--- src/hdl/cscr_params.svh ---
// Offsets, field positions, reset values and codes of the calibration bank
`ifndef CSCR_PARAMS_SVH
`define CSCR_PARAMS_SVH
// Command codes
`define CSCR_CMD_PAGE       8'h00
`define CSCR_CMD_CLEAR      8'h03
`define CSCR_CMD_PHASE      8'h04
`define CSCR_CMD_STORE      8'h11
`define CSCR_CMD_GAIN       8'h38
`define CSCR_CMD_OFFSET     8'h39
`define CSCR_CMD_STAT_CML   8'h7E
`define CSCR_CMD_READ_IOUT  8'h8C
`define CSCR_CMD_LIMIT      8'hDA
`define CSCR_CMD_SHUNT      8'hDC
// Selector codes
`define CSCR_SEL_A          8'h00
`define CSCR_SEL_B          8'h01
`define CSCR_SEL_ALL        8'hFF
`define CSCR_PH_TOTAL       8'h80
`define CSCR_PH_LAST        8'h05
// Field positions
`define CSCR_SHUNT_SEL_HI   15
`define CSCR_SHUNT_SEL_LO   14
`define CSCR_SHUNT_ZERO     13
`define CSCR_BOOST_BIT      13
`define CSCR_CML_DATA_BIT   6
// Fixed exponents
`define CSCR_GAIN_EXP       5'h1A
`define CSCR_OFS_EXP        5'h1D
// Factory image
`define CSCR_GAIN_RST       11'h140
`define CSCR_OFS_RST        11'h000
`define CSCR_SHUNT_RST      16'hC000
`define CSCR_LIMIT_RST      16'h0000
// Acceptable calibration words
`define CSCR_GAIN_MIN       16'hD131
`define CSCR_GAIN_MAX       16'hD150
`define CSCR_OFS_POS_MAX    16'hE808
`define CSCR_OFS_NEG_MIN    16'hEFF9
`define CSCR_OFS_ZERO       16'hE800
`define CSCR_OFS_NEG_MAX    16'hEFFF
`define CSCR_OFS_TOT_MAX    16'hE81E
// Effective analog gain, LSB 0.05 mOhm
`define CSCR_AIN_0          7'd3
`define CSCR_AIN_1          7'd5
`define CSCR_AIN_2          7'd6
`define CSCR_AIN_3          7'd10
`define CSCR_AIN_4          7'd24
`define CSCR_AIN_5          7'd40
`define CSCR_AIN_6          7'd48
`define CSCR_AIN_7          7'd80
// Maximum temperature decode
`define CSCR_MAX_TEMPERATURE_CODE_BASE      8'd90
`define CSCR_MAX_TEMPERATURE_CODE_STEP      8'd5
`endif

--- src/hdl/cscr_pkg.sv ---
// Types shared by the calibration bank
package cscr_pkg;
  // Decoded page selection
  typedef enum logic [1:0] {
    PG_A    = 2'b00,
    PG_B    = 2'b01,
    PG_BOTH = 2'b10,
    PG_BAD  = 2'b11
  } cscr_pg_t;
  typedef logic [10:0] cscr_man_t;
endpackage : cscr_pkg

--- src/hdl/cscr_iout_calc.sv ---
// Converts sensed phase voltages into a calibrated current mantissa
`timescale 1ns/1ps
module cscr_iout_calc (
  input  wire logic [95:0] sense,    // Six 16b codes, LSB 1/64 mV
  input  wire logic [2:0]  slot,     // 0..5 phase, 6 total
  input  wire logic [10:0] gain_man, // Gain mantissa, LSB 1/64 mOhm
  input  wire logic [10:0] ofs_man,  // Offset mantissa, LSB 1/8 A
  output logic      [10:0] iout_man  // Current mantissa, LSB 1/8 A
);
  logic [18:0] total;
  logic [18:0] volt;
  logic [21:0] amp8;
  logic [10:0] amp_sat;
  logic [12:0] sum_s;

  always_comb begin
    total = '0;
    for (int i = 0; i < 6; i++) begin
      total = total + 19'(sense[i*16 +: 16]);
    end
  end

  assign volt = (slot == 3'd6) ? total : 19'(sense[32'(slot)*16 +: 16]);
  // Gain as scaling
  // Both codes share the 1/64 scale, so amperes are a plain quotient
  assign amp8 = (gain_man == 11'h000) ? 22'h3F_FFFF
              : ({volt, 3'b000} / {11'h000, gain_man});
  assign amp_sat = (amp8 > 22'h00_03FF) ? 11'h3FF : amp8[10:0];
  assign sum_s = {2'b00, amp_sat} + {{2{ofs_man[10]}}, ofs_man};
  // Only upward overflow is clamped; a negative offset sum passes through as its low 11 bits
  assign iout_man = (!sum_s[12] && sum_s[11:10] != 2'b00) ? 11'h3FF
                  : sum_s[10:0];
endmodule : cscr_iout_calc

--- src/hdl/cscr_top.sv ---
// Current-sense calibration register bank served by word commands
// Operation
// - Shunt gain select is bits 15:14, page zero only, reset from NVM image.
// - Effective input gain decoded from boost bit and shunt select.
// - Max temperature code decodes to 90 C plus 5 C per step.
// - Current read returns the phase chosen by PHASE in channel PAGE.
// - PHASE 80h current read returns the sum of the channel's phases.
// - PHASE 80h aims gain and offset writes at the total measurement.
// - Stored gain mantissa scales sensed voltage into reported current.
// - Stored offset mantissa is added to current measurements.
// - Store-all command copies live calibration values into NVM image.
// - Gain calibration is code 38h, word reads and writes only.
// - Gain write targets channel A, B, or both with page FFh.
// - Gain write targets one phase, or all phases with PHASE FFh.
// - PHASE 80h gain write sets the channel's total-current scaling.
// - Gain exponent bits 15:11 read fixed 11010b, minus six.
// - Gain mantissa bits 10:0 writable, NVM reset, restricted values.
// - Unacceptable gain data is dropped, fault flag set, alert raised.
// - Boost control is bit 13 of limit register under page one.
`timescale 1ns/1ps
`include "cscr_params.svh"
module cscr_top (
  input  wire logic        mclk,           // 50 MHz clock
  input  wire logic        rst,            // Sync reset, active high
  input  wire logic        nvm_erase,      // Load factory image into NVM
  input  wire logic        cmd_valid,      // Decoded transaction strobe
  input  wire logic        cmd_write,      // 1 write, 0 read
  input  wire logic [7:0]  cmd_code,       // Command code
  input  wire logic [15:0] cmd_wdata,      // Word or byte in low bits
  input  wire logic [95:0] phase_sense_a,  // Channel A sense codes
  input  wire logic [95:0] phase_sense_b,  // Channel B sense codes
  input  wire logic [2:0]  max_temperature_code, // Temperature setting
  output logic             rsp_valid_r,    // Read answer pulse
  output logic [15:0]      rsp_data_r,     // Read answer word
  output logic             host_alert_output_n_r, // Alert, active low
  output logic             nvm_store_done_r, // Store finished pulse
  output logic [6:0]       input_gain_eff_r, // Effective gain, 0.05 mOhm
  output logic [7:0]       max_temp_degc_r // Decoded limit in C
);
  logic [10:0]       gain_r [0:13];
  logic [10:0]       ofs_r  [0:13];
  logic [10:0]       gain_nv[0:13];
  logic [10:0]       ofs_nv [0:13];
  logic [15:0]       lim_r  [0:1];
  logic [15:0]       lim_nv [0:1];
  logic [15:0]       shunt_r;
  logic [15:0]       shunt_nv;
  logic [7:0]        page_r;
  logic [7:0]        phase_r;
  logic              cml_fault_r;
  logic              cml_nxt;
  cscr_pkg::cscr_pg_t pg;
  logic              is_wr;
  logic              is_rd;
  logic              phase_ok;
  logic              loc_ok;
  logic              rd_ch;
  logic [2:0]        rd_slot;
  logic [3:0]        rd_idx;
  logic              word_ok;
  logic              gain_wr;
  logic              ofs_wr;
  logic              cal_bad;
  logic              shunt_wr;
  logic              lim_wr;
  logic              known;
  logic              set_fault;
  logic              clr_fault;
  logic              store;
  logic [10:0]       iout_man;
  logic [15:0]       rd_nxt;
  logic [10:0]       sel_gain;

  // Page decode, reused for gain, offset and limit writes; shunt writes compare the page directly
  function automatic cscr_pkg::cscr_pg_t pg_dec(input logic [7:0] p);
    if (p == `CSCR_SEL_A) begin
      return cscr_pkg::PG_A;
    end else if (p == `CSCR_SEL_B) begin
      return cscr_pkg::PG_B;
    end else if (p == `CSCR_SEL_ALL) begin
      return cscr_pkg::PG_BOTH;
    end
    return cscr_pkg::PG_BAD;
  endfunction : pg_dec

  // Slot of a phase code: 0..5 phases, 6 total
  function automatic logic [2:0] slot_of(input logic [7:0] ph);
    return (ph == `CSCR_PH_TOTAL) ? 3'd6
         : (ph <= `CSCR_PH_LAST) ? ph[2:0] : 3'd0;
  endfunction : slot_of

  // Does entry (c, s) take a write under the present selection
  function automatic logic hit(input logic c, input logic [2:0] s,
                               input cscr_pkg::cscr_pg_t p,
                               input logic [7:0] ph);
    logic ch_hit;
    logic sl_hit;
    ch_hit = (p == cscr_pkg::PG_BOTH) || (p == cscr_pkg::PG_B) == c;
    sl_hit = (ph == `CSCR_SEL_ALL) ? (s != 3'd6) : (s == slot_of(ph));
    return ch_hit && sl_hit;
  endfunction : hit

  function automatic logic [6:0] ain(input logic b, input logic [1:0] g);
    case ({b, g})
      3'd0:    return `CSCR_AIN_0;
      3'd1:    return `CSCR_AIN_1;
      3'd2:    return `CSCR_AIN_2;
      3'd3:    return `CSCR_AIN_3;
      3'd4:    return `CSCR_AIN_4;
      3'd5:    return `CSCR_AIN_5;
      3'd6:    return `CSCR_AIN_6;
      default: return `CSCR_AIN_7;
    endcase
  endfunction : ain

  // Transaction decode
  // Word commands
  assign is_wr    = cmd_valid && cmd_write;
  assign is_rd    = cmd_valid && !cmd_write;
  assign pg       = pg_dec(page_r);
  assign phase_ok = phase_r <= `CSCR_PH_LAST || phase_r == `CSCR_PH_TOTAL
                 || phase_r == `CSCR_SEL_ALL;
  assign loc_ok   = (pg != cscr_pkg::PG_BAD) && phase_ok;
  // Selection steers access
  // Broadcast selections read back channel A or phase 0
  assign rd_ch    = (page_r == `CSCR_SEL_B);
  assign rd_slot  = slot_of(phase_r);
  assign rd_idx   = {1'b0, rd_slot} + (rd_ch ? 4'd7 : 4'd0);
  assign sel_gain = gain_r[rd_idx];

  cscr_word_check u_check (
    .word     (cmd_wdata),
    .is_gain  (cmd_code == `CSCR_CMD_GAIN),
    .is_total (phase_r == `CSCR_PH_TOTAL),
    .ok       (word_ok)
  );

  assign gain_wr  = is_wr && cmd_code == `CSCR_CMD_GAIN && loc_ok
                 && word_ok;
  assign ofs_wr   = is_wr && cmd_code == `CSCR_CMD_OFFSET && loc_ok
                 && word_ok;
  assign cal_bad  = is_wr && (cmd_code == `CSCR_CMD_GAIN
                 || cmd_code == `CSCR_CMD_OFFSET) && !(loc_ok && word_ok);
  assign shunt_wr = is_wr && cmd_code == `CSCR_CMD_SHUNT
                 && page_r == `CSCR_SEL_A;
  assign lim_wr   = is_wr && cmd_code == `CSCR_CMD_LIMIT
                 && pg != cscr_pkg::PG_BAD;
  assign known    = cmd_code == `CSCR_CMD_PAGE
                 || cmd_code == `CSCR_CMD_CLEAR
                 || cmd_code == `CSCR_CMD_PHASE
                 || cmd_code == `CSCR_CMD_STORE
                 || cmd_code == `CSCR_CMD_GAIN
                 || cmd_code == `CSCR_CMD_OFFSET
                 || cmd_code == `CSCR_CMD_STAT_CML
                 || cmd_code == `CSCR_CMD_READ_IOUT
                 || cmd_code == `CSCR_CMD_LIMIT
                 || cmd_code == `CSCR_CMD_SHUNT;
  assign set_fault = cal_bad || (cmd_valid && !known)
                  || (is_wr && cmd_code == `CSCR_CMD_SHUNT && !shunt_wr)
                  || (is_wr && cmd_code == `CSCR_CMD_LIMIT && !lim_wr);
  assign clr_fault = is_wr && cmd_code == `CSCR_CMD_CLEAR;
  // Set wins so a fault in the clearing cycle is not lost
  assign cml_nxt   = set_fault || (cml_fault_r && !clr_fault);
  assign store     = is_wr && cmd_code == `CSCR_CMD_STORE;

  cscr_iout_calc u_calc (
    .sense    (rd_ch ? phase_sense_b : phase_sense_a),
    .slot     (rd_slot),
    .gain_man (sel_gain),
    .ofs_man  (ofs_r[rd_idx]),
    .iout_man (iout_man)
  );

  // Read mux
  // Stored word read
  always_comb begin
    case (cmd_code)
      `CSCR_CMD_PAGE:      rd_nxt = {8'h00, page_r};
      `CSCR_CMD_PHASE:     rd_nxt = {8'h00, phase_r};
      `CSCR_CMD_GAIN:      rd_nxt = {`CSCR_GAIN_EXP, sel_gain};
      `CSCR_CMD_OFFSET:    rd_nxt = {`CSCR_OFS_EXP, ofs_r[rd_idx]};
      `CSCR_CMD_READ_IOUT: rd_nxt = {`CSCR_OFS_EXP, iout_man};
      `CSCR_CMD_SHUNT:     rd_nxt = shunt_r;
      `CSCR_CMD_LIMIT:     rd_nxt = lim_r[rd_ch];
      `CSCR_CMD_STAT_CML:  rd_nxt = 16'(cml_fault_r) << `CSCR_CML_DATA_BIT;
      default:             rd_nxt = 16'h0000;
    endcase
  end

  // NVM image: survives rst, rewritten only by erase or store
  always_ff @(posedge mclk) begin
    for (int i = 0; i < 14; i++) begin
      if (nvm_erase) begin
        gain_nv[i] <= `CSCR_GAIN_RST;
        ofs_nv[i]  <= `CSCR_OFS_RST;
      end else if (store) begin
        gain_nv[i] <= gain_r[i];
        ofs_nv[i]  <= ofs_r[i];
      end
    end
    if (nvm_erase) begin
      shunt_nv  <= `CSCR_SHUNT_RST;
      lim_nv[0] <= `CSCR_LIMIT_RST;
      lim_nv[1] <= `CSCR_LIMIT_RST;
    end else if (store) begin
      shunt_nv  <= shunt_r;
      lim_nv[0] <= lim_r[0];
      lim_nv[1] <= lim_r[1];
    end
  end

  always_ff @(posedge mclk) begin
    for (int i = 0; i < 14; i++) begin
      if (rst) begin
        gain_r[i] <= gain_nv[i];
        ofs_r[i]  <= ofs_nv[i];
      end else if (hit(i >= 7, 3'(i % 7), pg, phase_r)) begin
        if (gain_wr) begin
          gain_r[i] <= cmd_wdata[10:0];
        end
        if (ofs_wr) begin
          ofs_r[i] <= cmd_wdata[10:0];
        end
      end
    end
  end

  // Factory bits writable
  // Bit 13 of the shunt word is not stored and always reads zero
  always_ff @(posedge mclk) begin
    if (rst) begin
      shunt_r <= shunt_nv;
    end else if (shunt_wr) begin
      shunt_r <= cmd_wdata & ~(16'h0001 << `CSCR_SHUNT_ZERO);
    end
  end

  always_ff @(posedge mclk) begin
    for (int c = 0; c < 2; c++) begin
      if (rst) begin
        lim_r[c] <= lim_nv[c];
      end else if (lim_wr && (pg == cscr_pkg::PG_BOTH || rd_ch == c)) begin
        lim_r[c] <= cmd_wdata;
      end
    end
  end

  always_ff @(posedge mclk) begin
    if (rst) begin
      page_r  <= 8'h00;
      phase_r <= 8'h00;
    end else if (is_wr && cmd_code == `CSCR_CMD_PAGE) begin
      page_r  <= cmd_wdata[7:0];
    end else if (is_wr && cmd_code == `CSCR_CMD_PHASE) begin
      phase_r <= cmd_wdata[7:0];
    end
  end

  always_ff @(posedge mclk) begin
    if (rst) begin
      cml_fault_r           <= 1'b0;
      host_alert_output_n_r <= 1'b1;
    end else begin
      cml_fault_r           <= cml_nxt;
      host_alert_output_n_r <= !cml_nxt;
    end
  end

  // Answers and decoded outputs
  // Temperature decode
  always_ff @(posedge mclk) begin
    if (rst) begin
      rsp_valid_r      <= 1'b0;
      rsp_data_r       <= 16'h0000;
      nvm_store_done_r <= 1'b0;
      input_gain_eff_r <= 7'd0;
      max_temp_degc_r  <= `CSCR_MAX_TEMPERATURE_CODE_BASE;
    end else begin
      rsp_valid_r      <= is_rd;
      rsp_data_r       <= is_rd ? rd_nxt : rsp_data_r;
      nvm_store_done_r <= store;
      input_gain_eff_r <= ain(lim_r[1][`CSCR_BOOST_BIT],
                              shunt_r[`CSCR_SHUNT_SEL_HI:
                                      `CSCR_SHUNT_SEL_LO]);
      max_temp_degc_r  <= `CSCR_MAX_TEMPERATURE_CODE_BASE
                        + `CSCR_MAX_TEMPERATURE_CODE_STEP * {5'd0, max_temperature_code};
    end
  end

  // Checks
  bad_gain_keep_a: assert property (@(posedge mclk) disable iff (rst)
    (cal_bad && cmd_code == `CSCR_CMD_GAIN) |=> $stable(sel_gain))
    else $error("bad gain word was stored");
  alert_raise_a: assert property (@(posedge mclk) disable iff (rst)
    cal_bad |=> (!host_alert_output_n_r && cml_fault_r) [*1] ##1
                (cml_fault_r || $past(clr_fault)))
    else $error("alert not raised on bad data");
  gain_read_a: assert property (@(posedge mclk) disable iff (rst)
    (is_rd && cmd_code == `CSCR_CMD_GAIN)
      |=> rsp_valid_r && rsp_data_r[10:0] == $past(sel_gain))
    else $error("gain read mismatch");
  gain_exp_a: assert property (@(posedge mclk) disable iff (rst)
    (is_rd && cmd_code == `CSCR_CMD_GAIN) |=> rsp_data_r[15:11] == 5'h1A)
    else $error("gain exponent wrong");
  gain_write_a: assert property (@(posedge mclk) disable iff (rst)
    (gain_wr && page_r == 8'h00 && phase_r == 8'h00)
      |=> gain_r[0] == $past(cmd_wdata[10:0]))
    else $error("gain write lost");
  both_chan_a: assert property (@(posedge mclk) disable iff (rst)
    (gain_wr && page_r == 8'hFF && phase_r == 8'hFF)
      |=> gain_r[1] == $past(cmd_wdata[10:0])
       && gain_r[8] == $past(cmd_wdata[10:0]))
    else $error("broadcast page write missed a channel");
  all_phase_a: assert property (@(posedge mclk) disable iff (rst)
    (gain_wr && page_r != 8'h01 && phase_r == 8'hFF)
      |=> gain_r[0] == $past(cmd_wdata[10:0])
       && gain_r[5] == $past(cmd_wdata[10:0]) && $stable(gain_r[6]))
    else $error("broadcast phase write wrong");
  total_slot_a: assert property (@(posedge mclk) disable iff (rst)
    (gain_wr && page_r == 8'h00 && phase_r == 8'h80)
      |=> gain_r[6] == $past(cmd_wdata[10:0]) && $stable(gain_r[0]))
    else $error("total gain slot not written");
  shunt_page_a: assert property (@(posedge mclk) disable iff (rst)
    (is_wr && cmd_code == `CSCR_CMD_SHUNT && page_r != 8'h00)
      |=> $stable(shunt_r) && cml_fault_r)
    else $error("shunt written off page zero");
  temp_dec_a: assert property (@(posedge mclk) disable iff (rst)
    (max_temperature_code == 3'd7) [*2] |-> max_temp_degc_r == 8'd125)
    else $error("temperature decode wrong");
  boost_gain_a: assert property (@(posedge mclk) disable iff (rst)
    (lim_r[1][13] && shunt_r[15:14] == 2'b00) |=> input_gain_eff_r == 7'd24)
    else $error("boost gain decode wrong");
  page_hold_a: assert property (@(posedge mclk) disable iff (rst)
    !(is_wr && cmd_code == `CSCR_CMD_PAGE) |=> $stable(page_r))
    else $error("page changed without write");
  store_copy_a: assert property (@(posedge mclk) disable iff (rst)
    (store && !nvm_erase) |=> gain_nv[6] == $past(gain_r[6]))
    else $error("store did not copy");
  cov_total_rd: cover property (@(posedge mclk) disable iff (rst)
    is_rd && cmd_code == `CSCR_CMD_READ_IOUT && phase_r == 8'h80);
  cov_bad_gain: cover property (@(posedge mclk) disable iff (rst)
    cal_bad && cmd_code == `CSCR_CMD_GAIN);
  cov_store: cover property (@(posedge mclk) disable iff (rst) store);
endmodule : cscr_top

--- src/hdl/cscr_word_check.sv ---
// Acceptable-value check for calibration words
`timescale 1ns/1ps
`include "cscr_params.svh"
module cscr_word_check (
  input  wire logic [15:0] word,     // Written word
  input  wire logic        is_gain,  // Gain word, else offset word
  input  wire logic        is_total, // Offset aimed at total slot
  output logic             ok        // Word may be stored
);
  logic gain_ok;
  logic ofs_ind_ok;
  logic ofs_tot_ok;

  // Gain set is one contiguous span; offset sets differ per target
  assign gain_ok    = word >= `CSCR_GAIN_MIN && word <= `CSCR_GAIN_MAX;
  assign ofs_ind_ok = (word >= `CSCR_OFS_ZERO && word <= `CSCR_OFS_POS_MAX)
                   || (word >= `CSCR_OFS_NEG_MIN && word <= `CSCR_OFS_NEG_MAX);
  assign ofs_tot_ok = word >= `CSCR_OFS_ZERO && word <= `CSCR_OFS_TOT_MAX
                   && !word[0];
  assign ok = is_gain ? gain_ok : (is_total ? ofs_tot_ok : ofs_ind_ok);
endmodule : cscr_word_check

--- config.mk ---
export PLATFORM = sky130hd
export DESIGN_NAME = cscr_top
export DESIGN_NICKNAME = d
export VERILOG_FILES = /design/src/hdl/cscr_pkg.sv /design/src/hdl/cscr_iout_calc.sv /design/src/hdl/cscr_top.sv /design/src/hdl/cscr_word_check.sv
export VERILOG_INCLUDE_DIRS = /design/src /design/src/hdl
export SDC_FILE = /design/constraint.sdc
export NUM_CORES = 2
export LEC_CHECK = 0
export BUFFER_PORTS_ARGS = -buffer_cell sky130_fd_sc_hd__buf_2
export CAP_MARGIN = 20
export CORE_ASPECT_RATIO = 0.6
export CORE_UTILIZATION = 30
export DETAILED_ROUTE_END_ITERATION = 16
export PLACE_DENSITY_LB_ADDON = 0.05
export SYNTH_ARGS = -nofsm -noshare
export SYNTH_HDL_FRONTEND = slang
export SYNTH_SLANG_ARGS = --single-unit
export TNS_END_PERCENT = 10
--- constraint.sdc ---
create_clock -name mclk -period 80.4 [get_ports mclk]
set_input_delay 16.08 -clock mclk [delete_from_list [all_inputs] [get_ports mclk]]
set_output_delay 16.08 -clock mclk [all_outputs]
set_load 0.02 [all_outputs]
==> After elaboration in Yosys (flattened, before gate mapping) <==
Memories as Yosys holds them, arrays and structs flattened.
Cells that the tools add are included.
{ "word_totals": {"regBits": 83, "latch_bits": 0, "mem_bits_rw": 680, "mem_bits_ro": 0, "elab_cells": 400, "mem_count": 6} }
{ "classes": {"n_addsub": 8, "mul": 1, "div": 1, "n_lt_le_gt_ge": 9, "n_eq_ne": 29, "shift": 1, "mux": 187, "n_bitwise": 63, "reduce_logical": 84} }
{ "mem_list": {"columns": ["name", "depth", "word_bits", "read_ports", "rd_ports_with_merged_regs", "wr", "line_no", "source"], "rows": [
  ["gain_nv", 14, 11, 14, 0, 14, "cscr_top.sv:42", "logic [10:0] gain_nv[0:13];"],
  ["gain_r", 14, 11, 15, 0, 14, "cscr_top.sv:40", "logic [10:0] gain_r [0:13];"],
  ["ofs_nv", 14, 11, 14, 0, 14, "cscr_top.sv:43", "logic [10:0] ofs_nv [0:13];"],
  ["ofs_r", 14, 11, 15, 0, 14, "cscr_top.sv:41", "logic [10:0] ofs_r [0:13];"],
  ["lim_nv", 2, 16, 2, 0, 2, "cscr_top.sv:45", "logic [15:0] lim_nv [0:1];"],
  ["lim_r", 2, 16, 3, 0, 2, "cscr_top.sv:44", "logic [15:0] lim_r [0:1];"]
]} }
{ "op_table": {"columns": ["operator", "n"], "rows": [
  ["two-way mux 11 bit", 58],
  ["case mux 16 bit (8 select lines)", 1],
  ["two-way mux 1 bit", 111],
  ["two-way mux 16 bit", 6],
  ["two-way mux 96 bit", 1],
  ["indexed part select 96 x 8 -> 16 bit", 1],
  ["adder 19 x 16 -> 19 bit", 4],
  ["<= comparator 16 bit (second input constant)", 4],
  ["OR 1 bit", 60],
  ["case mux 7 bit (7 select lines)", 1],
  ["equality test 8 bit (second input constant)", 6],
  ["greater-or-equal comparator 16 bit (second input constant)", 3],
  ["logical AND 1 bit", 46],
  ["divider 22 x 11 -> 22 bit", 1],
  ["> comparator 22 x 10 -> 1 bit (second input constant)", 1],
  ["two-way mux 22 bit", 1],
  ["logical OR 1 bit", 21],
  ["two-way mux 19 bit", 1],
  ["adder 16 x 16 -> 17 bit", 1],
  ["equality test 8 x 6 -> 1 bit (second input constant)", 2],
  ["logical NOT 8 bit", 2],
  ["adder 12 x 11 -> 13 bit", 1],
  ["equality test 3 bit (second input constant)", 4],
  ["logical NOT 11 bit", 1],
  ["other kinds (24)", 45]
]} }

==> Logic depth before layout (Yosys ltp) <==
{ "logic_depth": {"ltp_word": 17, "depth_mapped": 325, "depth_no_buf": 299} }

==> Hierarchy <==
Synthesis repeated with hierarchy kept, for this count alone.
{ "unflattened": {"hier_cells": 4657, "area_unflattened_um2": 50628.6} }
{ "by_module_without_submodules": {"columns": ["module", "instances", "cells_per_inst", "area_each_um2", "seq_area_each_um2"], "rows": [
  ["cscr_top", 1, 2575, 35497.8, 22241.3],
  ["cscr_iout_calc", 1, 2064, 14999.4, 0.0],
  ["cscr_word_check", 1, 18, 131.4, 0.0]
]} }

==> Worst setup path before layout <==
Ideal clock, no wire load.
{ "synth_path": {"kind": "input-to-reg", "from": "in phase_sense_a[1]", "to": "reg rsp_data_r[3]", "setup_ns": 0.128, "t_arrival_ns": 74.023, "t_required_ns": 80.272, "setup_slack_ns": 6.250, "cell_stages": 298, "n_path_buf": 20, "path_cell_list": "inv_1 -> nor2_1 -> a21o_1 -> ha_1 -> a21o_1 -> a21oi_1 -> o21ai_0 -> a21oi_1 -> o21ai_0 -> a21oi_1 -> o21ai_0 -> a21oi_1 -> o21ai_0 -> a21oi_1 -> o21ai_0 -> a21oi_1 -> o21bai_1 -> a21oi_1 -> [... 262 more ...] -> fa_1 -> a21oi_1 -> nor2_1 -> nor2_1 -> o21bai_1 -> a21oi_1 -> o21bai_1 -> a21oi_1 -> o21bai_1 -> a21oi_1 -> a211oi_1 -> a21oi_1 -> o31ai_1 -> clkbuf_1 -> o21ai_0 -> o211ai_1 -> a22oi_1 -> nor2_1"} }
{ "synth_via": {"elab_chain_cells": 16, "word_cells_on_any_way": 18} }
{ "synth_rtl": {"columns": ["item", "line_no", "source"], "rows": [
  ["from (decl)", "cscr_top.sv:30", "input wire logic [95:0] phase_sense_a,"],
  ["two-way mux 96 bit *", "cscr_top.sv:167", ".sense (rd_ch ? phase_sense_b : phase_sense_a),"],
  ["adder 16 x 16 -> 17 bit", "cscr_iout_calc.sv:19", "total = total + 19'(sense[i*16 +: 16]);"],
  ["adder 19 x 16 -> 19 bit (4 in a row)", "cscr_iout_calc.sv:19", null],
  ["two-way mux 19 bit *", "cscr_iout_calc.sv:23", "assign volt = (slot == 3'd6) ? total : 19'(sense[32'(slot)*16 +: 16]);"],
  ["divider 22 x 11 -> 22 bit *", "cscr_iout_calc.sv:27", ": ({volt, 3'b000} / {11'h000, gain_man});"],
  ["two-way mux 22 bit *", "cscr_iout_calc.sv:26", "assign amp8 = (gain_man == 11'h000) ? 22'h3F_FFFF"],
  ["> comparator 22 x 10 -> 1 bit", "cscr_iout_calc.sv:28", "assign amp_sat = (amp8 > 22'h00_03FF) ? 11'h3FF : amp8[10:0];"],
  ["two-way mux 11 bit *", "cscr_iout_calc.sv:28", null],
  ["adder 12 x 11 -> 13 bit *", "cscr_iout_calc.sv:29", "assign sum_s = {2'b00, amp_sat} + {{2{ofs_man[10]}}, ofs_man};"],
  ["nonzero test 2 bit / logical NOT 1 bit (equally long branches)", "cscr_iout_calc.sv:31", "assign iout_man = (!sum_s[12] && sum_s[11:10] != 2'b00) ? 11'h3FF"],
  ["logical AND 1 bit", "cscr_iout_calc.sv:31", null],
  ["two-way mux 11 bit *", "cscr_iout_calc.sv:31", null],
  ["case mux 16 bit (8 select lines) *", "cscr_top.sv:177", "case (cmd_code)"],
  ["to (signal assigned)", "cscr_top.sv:280", "rsp_data_r <= is_rd ? rd_nxt : rsp_data_r;"],
  ["to (decl)", "cscr_top.sv:34", "output logic [15:0] rsp_data_r,"]
]} }
Every way passes the cells marked *; elsewhere a longest branch is shown, timed or not.
A chain may end at the register's enable or synchronous reset.

==> Worst setup path in the final report <==
{ "layout_path": {"from": "in phase_sense_a[1]", "to": "reg rsp_data_r[2]"} }
The elaborated chain is that of the path after synthesis.

==> run_summary.xml <==
<?xml version="1.0" encoding="UTF-8"?>
<metrics>
  <group name="status">
    <metric name="outcome" unit="">finished, final reports clean</metric>
  </group>
  <group name="sta">
    <metric name="finClkSkew" unit="ns">0.0539</metric>
    <metric name="setup_viol" unit="">0</metric>
    <metric name="whs" unit="ns">0.481</metric>
    <metric name="timing.final.crit_share" unit="">0.949</metric>
    <metric name="report.final.hold_viol_count" unit="">0</metric>
    <metric name="period_needed" unit="ns">76.33</metric>
    <metric name="report.final.slew_viol_count" unit="">0</metric>
    <metric name="tightest_pin_transition" unit="ns">1.35</metric>
    <metric name="fmax" unit="GHz">0.0131</metric>
    <metric name="relSlewSlack" unit="">0.0970</metric>
  </group>
  <group name="setup_path">
    <metric name="critical_path.slowest_cell" unit="">fa_1</metric>
    <metric name="worst-endpoint-arrival" unit="ns">76.85</metric>
    <metric name="critical_path.endpoint_type" unit="">flop</metric>
    <metric name="reg2reg_slack" unit="ns">16.98</metric>
    <metric name="critical_path.reg2reg.startpoint" unit="">page_r[1]$_SDFFE_PP0P_</metric>
    <metric name="startpoint_type" unit="">input port</metric>
    <metric name="path_common_cell" unit="">o21a_1</metric>
    <metric name="cp_slowest_stage_delay" unit="ns">0.54</metric>
    <metric name="crit_fanout" unit="">27</metric>
    <metric name="worst_setup_path_category" unit="">input port to flop</metric>
    <metric name="worstPathRequired" unit="ns">80.92</metric>
    <metric name="timing.reg2reg.worst_path_depth" unit="">287</metric>
    <metric name="terminus_of_the_critical_flop_to_flop_path" unit="">rsp_data_r[2]$_SDFFE_PP0P_</metric>
  </group>
  <group name="routing">
    <metric name="vias" unit="">38900</metric>
    <metric name="detail_route.iter0.violations" unit="">3978</metric>
    <metric name="detailedRoute.firstPassIterationCount" unit="">7</metric>
    <metric name="detail-route-antenna-nets" unit="">0</metric>
    <metric name="routed_wl" unit="mm">189</metric>
    <metric name="drcViolationCount" unit="">0</metric>
    <metric name="drt-vias-per-instance" unit="">5.32</metric>
    <metric name="wl_per_cell" unit="um">25.8</metric>
  </group>
  <group name="floorplan">
    <metric name="die-width" unit="um">532</metric>
    <metric name="die_height" unit="um">320</metric>
    <metric name="fp-row-count" unit="">116</metric>
    <metric name="initial_utilization" unit="">0.303</metric>
    <metric name="full_die_area" unit="um2">170000</metric>
    <metric name="core" unit="um2">167000</metric>
    <metric name="ioPinCount" unit="">258</metric>
  </group>
  <group name="clock_network">
    <metric name="cts_made_buffers" unit="">81</metric>
    <metric name="worstSkewPairLatency" unit="ns">0.69</metric>
    <metric name="cts-hold-fix-buffers" unit="">0</metric>
    <metric name="cts.sink_count" unit="">763</metric>
    <metric name="clkTransAtPathRegs" unit="ns">0.07</metric>
    <metric name="cts_tree" unit="">done</metric>
    <metric name="h-tree-depth" unit="">3</metric>
    <metric name="max-clock-path-buffers" unit="">3</metric>
    <metric name="cts_root_buffer" unit="">clkbuf_16</metric>
  </group>
  <group name="yosys">
    <metric name="ys_ff_latch" unit="">763</metric>
    <metric name="synthCells" unit="">4782</metric>
    <metric name="synth_async_sr_flop_share" unit="">0</metric>
    <metric name="synthDominantCellAreaShare" unit="">0.414</metric>
    <metric name="synth_enable_flop_cells" unit="">696</metric>
    <metric name="synth_largest_area_cell" unit="">edfxtp_1</metric>
    <metric name="synthesis.area" unit="um2">50500</metric>
    <metric name="synth_warnings" unit="">0</metric>
    <metric name="synth-seq-area-share" unit="">0.440</metric>
    <metric name="synth_cell_types" unit="">119</metric>
    <metric name="avgSynthCellArea" unit="um2">10.6</metric>
    <metric name="area_contributors_post_synth" unit="">edfxtp_1, ha_1, mux2_2</metric>
    <metric name="synth-main-ff-cell" unit="">edfxtp_1</metric>
    <metric name="syn-num-nets" unit="">5306</metric>
  </group>
  <group name="layout">
    <metric name="num-nets-final" unit="">5531</metric>
    <metric name="num-fill-cells" unit="">16900</metric>
    <metric name="seq_area" unit="um2">22200</metric>
    <metric name="syn_to_final_growth" unit="%">14.1</metric>
    <metric name="multi_input_comb_area" unit="um2">27100</metric>
    <metric name="finish.utilization" unit="">0.345</metric>
    <metric name="post_route_cells_drive_above_1_share" unit="">0.196</metric>
  </group>
  <group name="global_route">
    <metric name="globalRouteTotalUtil" unit="">0.216</metric>
    <metric name="global_route.usage.met2" unit="">0.283</metric>
    <metric name="grt_most_used_layer" unit="">met1</metric>
    <metric name="grt_overflow" unit="">0</metric>
    <metric name="via_count_of_the_first_global_routing_pass" unit="">36100</metric>
    <metric name="grt_pass1_wl" unit="mm">270</metric>
    <metric name="met3_usage" unit="">0.0336</metric>
    <metric name="grt_use_met1" unit="">0.364</metric>
    <metric name="grt_start_max_net_pins" unit="">100</metric>
    <metric name="antenna_found_initial" unit="">9</metric>
  </group>
  <group name="flow_run">
    <metric name="maxCapViolations" unit="">0</metric>
  </group>
  <group name="worst_hold_path">
    <metric name="hold_path.startpoint" unit="">shunt_nv[15]$_SDFFE_PP1P_</metric>
    <metric name="hold-path-endpoint" unit="">shunt_nv[15]$_SDFFE_PP1P_</metric>
    <metric name="hold_class" unit="">flop to flop</metric>
    <metric name="whs_path_depth" unit="">1</metric>
  </group>
  <group name="placement">
    <metric name="detailedPlacementHpwl" unit="mm">136</metric>
    <metric name="place_congestion" unit="">0.921</metric>
    <metric name="portBuffers" unit="">257</metric>
  </group>
</metrics>
[worst max-delay path: cells and delay by family]
| kind | cells | cell delay (ns) |
|---|---|---|
| adders and majority gates | 29 | 9.84 |
| AOI/OAI and AO/OA | 162 | 32.26 |
| and+or+nand+nor | 72 | 15.01 |
| muxes | 3 | 0.75 |
| xor gates and xnor gates | 1 | 0.11 |
| buffers and inverters | 18 | 2.74 |
[logic make-up (layout without fill, tap and decap cells)]
| kind of cell | Yosys count | in the layout | synth area share |
|---|---|---|---|
| muxes | 475 | 475 | 0.118 |
| and+or+nand+nor | 1808 | 1808 | 0.181 |
| DFF | 763 | 763 | 0.440 |
| adders and majority gates | 300 | 300 | 0.0822 |
| buffers and inverters | 411 | 700 | 0.0324 |
| xor gates and xnor gates | 113 | 113 | 0.0196 |
| other | 2 | 7 | 0.000149 |
| AOI/OAI and AO/OA | 910 | 911 | 0.126 |
[timing repair]
item / CTS / global route
pin swaps: 0 / 10
endpoints found under the setup margin: 11 / 11
cloned: 0 / 1
buffers inserted: 0 / 16
gates resized for setup: 5 / 71
[cell usage in the layout (no fill, tap or decap), types with 38 or more instances in the layout]
cell / n
mux2_2: 264
buf_2: 256
a211oi_1: 38
dfxtp_1: 67
o21bai_1: 39
or3_1: 48
o21ai_0: 133
clkbuf_16: 84
o21a_1: 100
buf_4: 125
nand3_1: 98
xnor2_1: 67
a21oi_1: 173
o211ai_1: 43
nor3_1: 117
nand2b_1: 63
inv_1: 164
a21o_1: 71
edfxtp_1: 696
nor2_1: 228
xor2_1: 45
fa_1: 52
mux2i_1: 127
mux4_2: 65
ha_1: 246
and2_1: 385
nand2_1: 629
[sequential cells by signal, indices dropped and copies added, names as in the netlist, 16 cells and up]
| signal | cells |
|---|---|
| shunt_nv | 16 |
| gain_r | 154 |
| ofs_r | 154 |
| ofs_nv | 154 |
| rsp_data_r | 16 |
| lim_r | 32 |
| lim_nv | 32 |
| gain_nv | 154 |
| shunt_r | 16 |
[cell usage after synthesis (all sizes together), types with 31 or more instances]
| master | number |
|---|---|
| a211oi | 49 |
| mux2 | 281 |
| fa | 53 |
| o21bai | 41 |
| nand2 | 637 |
| or3 | 50 |
| buf | 55 |
| nand2b | 65 |
| nor2 | 234 |
| and2 | 387 |
| a21o | 72 |
| o21a | 100 |
| nand4 | 35 |
| o31ai | 39 |
| mux2i | 129 |
| o21ai | 155 |
| inv | 167 |
| clkbuf | 189 |
| dfxtp | 67 |
| ha | 247 |
| a21oi | 186 |
| xnor2 | 68 |
| nand3 | 99 |
| or2 | 32 |
| nor2b | 31 |
| edfxtp | 696 |
| o211ai | 44 |
| xor2 | 45 |
| nor3 | 128 |
| mux4 | 65 |
[through the flow]
stage	TNS, ns	worst slack [ns]	std cells	cell area, um2
2_1_floorplan	0	6.25	4782	50500
3_3_place_gp	-0.0962	-0.0485	7148	54600
3_5_place_dp	-13.26	-1.29	7148	54600
4_1_cts	0	0.135	7296	57200
5_1_grt	-0.107	-0.0344	7317	57600
6_report	0	4.07	7319	57600
[area by class of cell]
type	instances	share of cell area
multi-input combinational	3609	0.470
clock buffer	106	0.0379
antenna	5	0.000217
clock inverter	42	0.00693
tap	2242	0.0487
inverter	167	0.0110
timing repair buffer	385	0.0395
sequential	763	0.386
[how the worst max path moves through the flow]
stage                           from                          to  slack, ns  depth (start not counted)
floorplan           phase_sense_a[1]  rsp_data_r[3]$_SDFFE_PP0P_       6.25                        298
global placement    phase_sense_a[1]  rsp_data_r[1]$_SDFFE_PP0P_      -0.05                        284
detailed placement  phase_sense_a[1]  rsp_data_r[8]$_SDFFE_PP0P_      -1.29                        285
CTS                 phase_sense_a[1]  rsp_data_r[8]$_SDFFE_PP0P_       0.13                        284
global route        phase_sense_a[1]  rsp_data_r[2]$_SDFFE_PP0P_      -0.03                        290
finish              phase_sense_a[1]  rsp_data_r[2]$_SDFFE_PP0P_       4.07                        285
[routing by layer]
metal  routed length [um]  part of all wire  vias to the layer above
met5                    0                 0                        -
met4                 2270             0.012                        0
met3                11900             0.063                      132
met2                72200              0.38                     1210
met1               103000              0.54                    19500
li1                     -                 -                    18100
Power is not shown: default switching activity piles up to over one toggle a cycle in this logic, so the estimate is an artifact.
